## config.mk

```make
export PLATFORM = sky130hd
export DESIGN_NAME = sbc_bip8_acc
export DESIGN_NICKNAME = d
export VERILOG_FILES = /design/src/verilog/sbc_bip8_acc.v
export SDC_FILE = /design/constraint.sdc
export NUM_CORES = 1
export LEC_CHECK = 0
export ABC_CLOCK_PERIOD_IN_PS = 1440
export BUFFER_PORTS_ARGS = -buffer_cell sky130_fd_sc_hd__clkbuf_2
export CAP_MARGIN = 30
export CORE_MARGIN = 2
export CORE_UTILIZATION = 50
export DETAILED_ROUTE_END_ITERATION = 10
export GPL_ROUTABILITY_DRIVEN = 0
export PLACE_DENSITY = 0.82
export SYNTH_ARGS = -nofsm -noshare
export SYNTH_HDL_FRONTEND = slang
export SYNTH_SLANG_ARGS = --single-unit
```

## constraint.sdc

```tcl
create_clock -name clk -period 1.44 [get_ports clk]
set_input_delay 0.072 -clock clk [delete_from_list [all_inputs] [get_ports clk]]
set_output_delay 0.072 -clock clk [all_outputs]
set_load 0.05 [all_outputs]
```

## src/verilog/sbc_bip8_acc.v

```verilog
`timescale 1ns/1ps
`default_nettype none

// running bit-interleaved parity over one frame, held at the next frame start
module sbc_bip8_acc #(
   parameter W = 8
) (
   input wire clk,
   input wire sys_rst,
   input wire byte_valid,
   input wire frame_start,
   input wire [W-1:0] byte_data,
   output reg [W-1:0] held_par_r,
   output reg held_ok_r
);

   reg [W-1:0] acc_r; // parity of the frame in progress
   reg [W-1:0] acc_nxt;
   reg in_frame_r; // a frame start has been seen
   reg [W-1:0] held_nxt;
   reg held_ok_nxt;
   reg in_frame_nxt;

   // even parity per bit position: xor of all bytes of the frame
   always @*
   begin
      acc_nxt = acc_r;
      held_nxt = held_par_r;
      held_ok_nxt = held_ok_r;
      in_frame_nxt = in_frame_r;
      if (byte_valid && frame_start)
      begin
         // only a frame seen from its first byte gives a full reference
         held_nxt = acc_r;
         held_ok_nxt = in_frame_r;
         acc_nxt = byte_data;
         in_frame_nxt = 1'b1;
      end
      else if (byte_valid)
      begin
         acc_nxt = acc_r ^ byte_data;
      end
   end

   // state update
   always @(posedge clk)
   begin
      if (sys_rst)
      begin
         acc_r <= {W{1'b0}};
         held_par_r <= {W{1'b0}};
         held_ok_r <= 1'b0;
         in_frame_r <= 1'b0;
      end
      else
      begin
         acc_r <= acc_nxt;
         held_par_r <= held_nxt;
         held_ok_r <= held_ok_nxt;
         in_frame_r <= in_frame_nxt;
      end
   end

endmodule // sbc_bip8_acc

`default_nettype wire

```

==> summary.md <==
| Metric | Value |
|---|---|
| Kind of critical path | reg2reg |
| CTS clock-pin slew for the worst setup and hold paths | 0.09 ns |
| Antenna diodes | 0 |
| TritonCTS clock tree | done |
| Met2 usage | 0.296 |
| Post-DP HPWL | 1120 um |
| Setup TNS | 0 ns |
| Crit path max-delay family | flip-flops |
| P&R area growth vs syn | 14.4% |
| Placed Area | ~1000 sq um |
| Multiplexer share of the synthesized area | 0.104 |
| CP arrival | 1.25 ns |
| Num rows | 15 |
| TritonRoute pass-1 iters | 4 |
| Data required time of the critical path | 1.63 ns |
| Seq/Total Area, Yosys | 0.414 |
| Met1 Track Usage GR | 0.215 |
| Fin crit share | 0.736 |
| Clock sink total | 18 |
| Internal power | 0.697 mW |
| Slowest cell on crit path | dfxtp_1 |
| CTS resizes | 0 |
| Sw Share | 0.263 |
| Num CTS Buffers | 3 |
| Worst-case clock skew | 0.00102 ns |
| Ports | 21 |
| Post-layout utilization of the core | 0.589 |
| Max Slew Vio Count | 0 |
| Final hold violations | 0 |
| Post-CTS Setup Inserts | 0 |
| Part of the power in registers | 0.572 |
| Final setup viols | 0 |
| Nets | ~120 |
| Syn_nets | 100 |
| WHS | 0.0359 ns |
| Vias in the first global route | 639 |
| Worst slew pin tran | about 0.41 ns |
| Final Power | 0.946 mW |
| Final Instance Area | 995 sq um |
| Syn Area/Cell | 9.88 sq um |
| Largest net degree at the start of global routing | 27 |
| Clock power frac | 0.251 |
| Seq. cell area | 360 sq um |
| Worst slew margin | 0.724 |
| Max IR drop VDD | 0.000619 V |
| LEAKAGE | 0.400 nW |
| Worst-skew pair later-pin latency | between 0.2 and 0.3 ns |
| NetSw | 0.249 mW |
| Clk root buf | clkbuf_4 |
| Post-synth cell types | 16 |
| Worst Path Buf+Inv | 0 |
| Total Routing Usage GR | 0.179 |
| Layout Cells excl Fill | around 130 |
| Synth Area in Compound Gates | 0.299 |
| Number of fillers in the final layout | about 160 |
| Seq cells post-synth | 18 |
| DRT iter0 DRCs | 10 |
| Die height | 45.7 um |
| Yosys warning count | 0 |
| Die area | between 0.002 and 0.0025 sq mm |
| Grt peak-use layer | met2 |
| Mean routed wirelength per cell | 12.9 um |
| H-Tree Depth | 1 |
| Vias per cell | 5.59 |
| Antenna viol nets, final | 0 |
| Largest family of logic cells by synthesized area | compound AO/OA/AOI/OAI gates |
| R2R Setup Slk | 0.38 ns |
| Cells after DPL | 122 |
| Status | complete, no violations |
| Final worst setup slack | 0.380 ns |
| Initial Utilization | 0.515 |
| CTS Hold Bufs | 0 |
| Worst slack, placed | roughly 0.36 ns |
| Crit-path cells | mux2_2 > a32o_1 |
| Post-synthesis instance total | 88 |
| Max-Cap Viols | 0 |
| Cell Pwr Density | 951 mW/mm^2 |
| Final wirelength | 1610 um |
| Cell area after synthesis | 870 sq um |
| Comb power frac | 0.177 |
| Fmax | approximately 940 MHz |
| Antenna violations before repair | 0 |
| CP Launch Type | register |
| Clk buf depth | 2 |
| Post-synthesis adder-cell area fraction | 0 |
| Total gr overflow | 0 |
| Core Area | roughly 0.0017 sq mm |
| RSZ-0062 raised after global routing | no |
| DR DRC count | 0 |
| Xor/xnor share of the synthesized area | 0 |
| I/O Buffers | 20 |
| Crit-path max FO | 3 |
| Min cycle time layout | roughly 1.1 ns |
| CP max stage delay | about 0.37 ns |
| Multi-input logic area | 449 sq um |
| Via count | around 700 |
| Hold Crit Class | in2reg |
| Layout cells sized above 1 | 0.315 |
| Die Span X | 45.7 um |
| First-pass GRT wire length | 2690 um |
| Endpoint class of the critical path | register |
| Met3 Use GR | 0.0595 |
| Simple-Gate Fraction of Synth Area | 0.114 |
## logic make-up after synthesis
logic type | after synthesis
muxes | 8
AOI/OAI and AO/OA | 35
DFF | 18
buffers and inverters | 9
and+or+nand+nor | 18
## registers in the layout, summed over array words and instances (netlist names)
name	flops
held_par_r	8
acc_r	8
in_frame_r	1
held_ok_r	1
## path summary, 6_finish.rpt
kind,depth (start not counted),endpoint,start
worst max-delay path,2,acc_r[0]$_SDFFE_PP0P_,acc_r[0]$_SDFFE_PP0P_
worst min-delay path,2,acc_r[3]$_SDFFE_PP0P_,byte_data[3]
worst max register to register,2,acc_r[0]$_SDFFE_PP0P_,acc_r[0]$_SDFFE_PP0P_
worst min register to register,2,held_ok_r$_SDFFE_PP0P_,in_frame_r$_SDFFE_PP0P_
## synthesized netlist by cell type
master / n / area share
nand3_1: 9 / 0.052
nor2_1: 1 / 0.0043
clkbuf_1: 1 / 0.0043
inv_1: 1 / 0.0043
o21ai_0: 2 / 0.012
dfxtp_1: 18 / 0.41
nor2b_1: 8 / 0.058
a32o_1: 8 / 0.092
a21oi_1: 10 / 0.058
buf_6: 2 / 0.026
buf_2: 3 / 0.017
a21bo_1: 9 / 0.10
o21ai_1: 6 / 0.035
mux2_1: 2 / 0.026
buf_4: 2 / 0.017
mux2_2: 6 / 0.078
## power groups by stage
stage	clock network, mW	registers [mW]	logic (mW)
floorplan	0	0.574	0.103
global placement	0	0.551	0.162
detailed placement	0	0.552	0.167
finish	0.238	0.541	0.167
global route	0.279	0.545	0.184
CTS	0.251	0.541	0.168
## metal layers
layer	wire [um]	vias to the layer above
met3	67	2
li1	-	366
met1	748	317
met4	12	0
met2	783	14
met5	0	-
## layout by cell type, fill, tap and decap left out
| master | synthesis | final |
|---|---|---|
| mux2_2 | 6 | 6 |
| a21bo_1 | 9 | 9 |
| nor2_1 | 1 | 1 |
| inv_1 | 1 | 1 |
| a32o_1 | 8 | 8 |
| clkbuf_2 | 0 | 20 |
| o21ai_1 | 6 | 6 |
| buf_4 | 2 | 5 |
| nand3_1 | 9 | 9 |
| a21oi_1 | 10 | 10 |
| clkbuf_4 | 0 | 3 |
| o21ai_0 | 2 | 2 |
| mux2_1 | 2 | 2 |
| dfxtp_1 | 18 | 18 |
| nor2b_1 | 8 | 8 |
## layout make-up
class	instances	share of cell area
multi-input cells	61	0.452
flip-flops and latches	18	0.362
repair buffers	25	0.138
clock buffers	3	0.0226
well taps	17	0.0214
inverters	1	0.00377
Power figures use the tool's default switching activity.
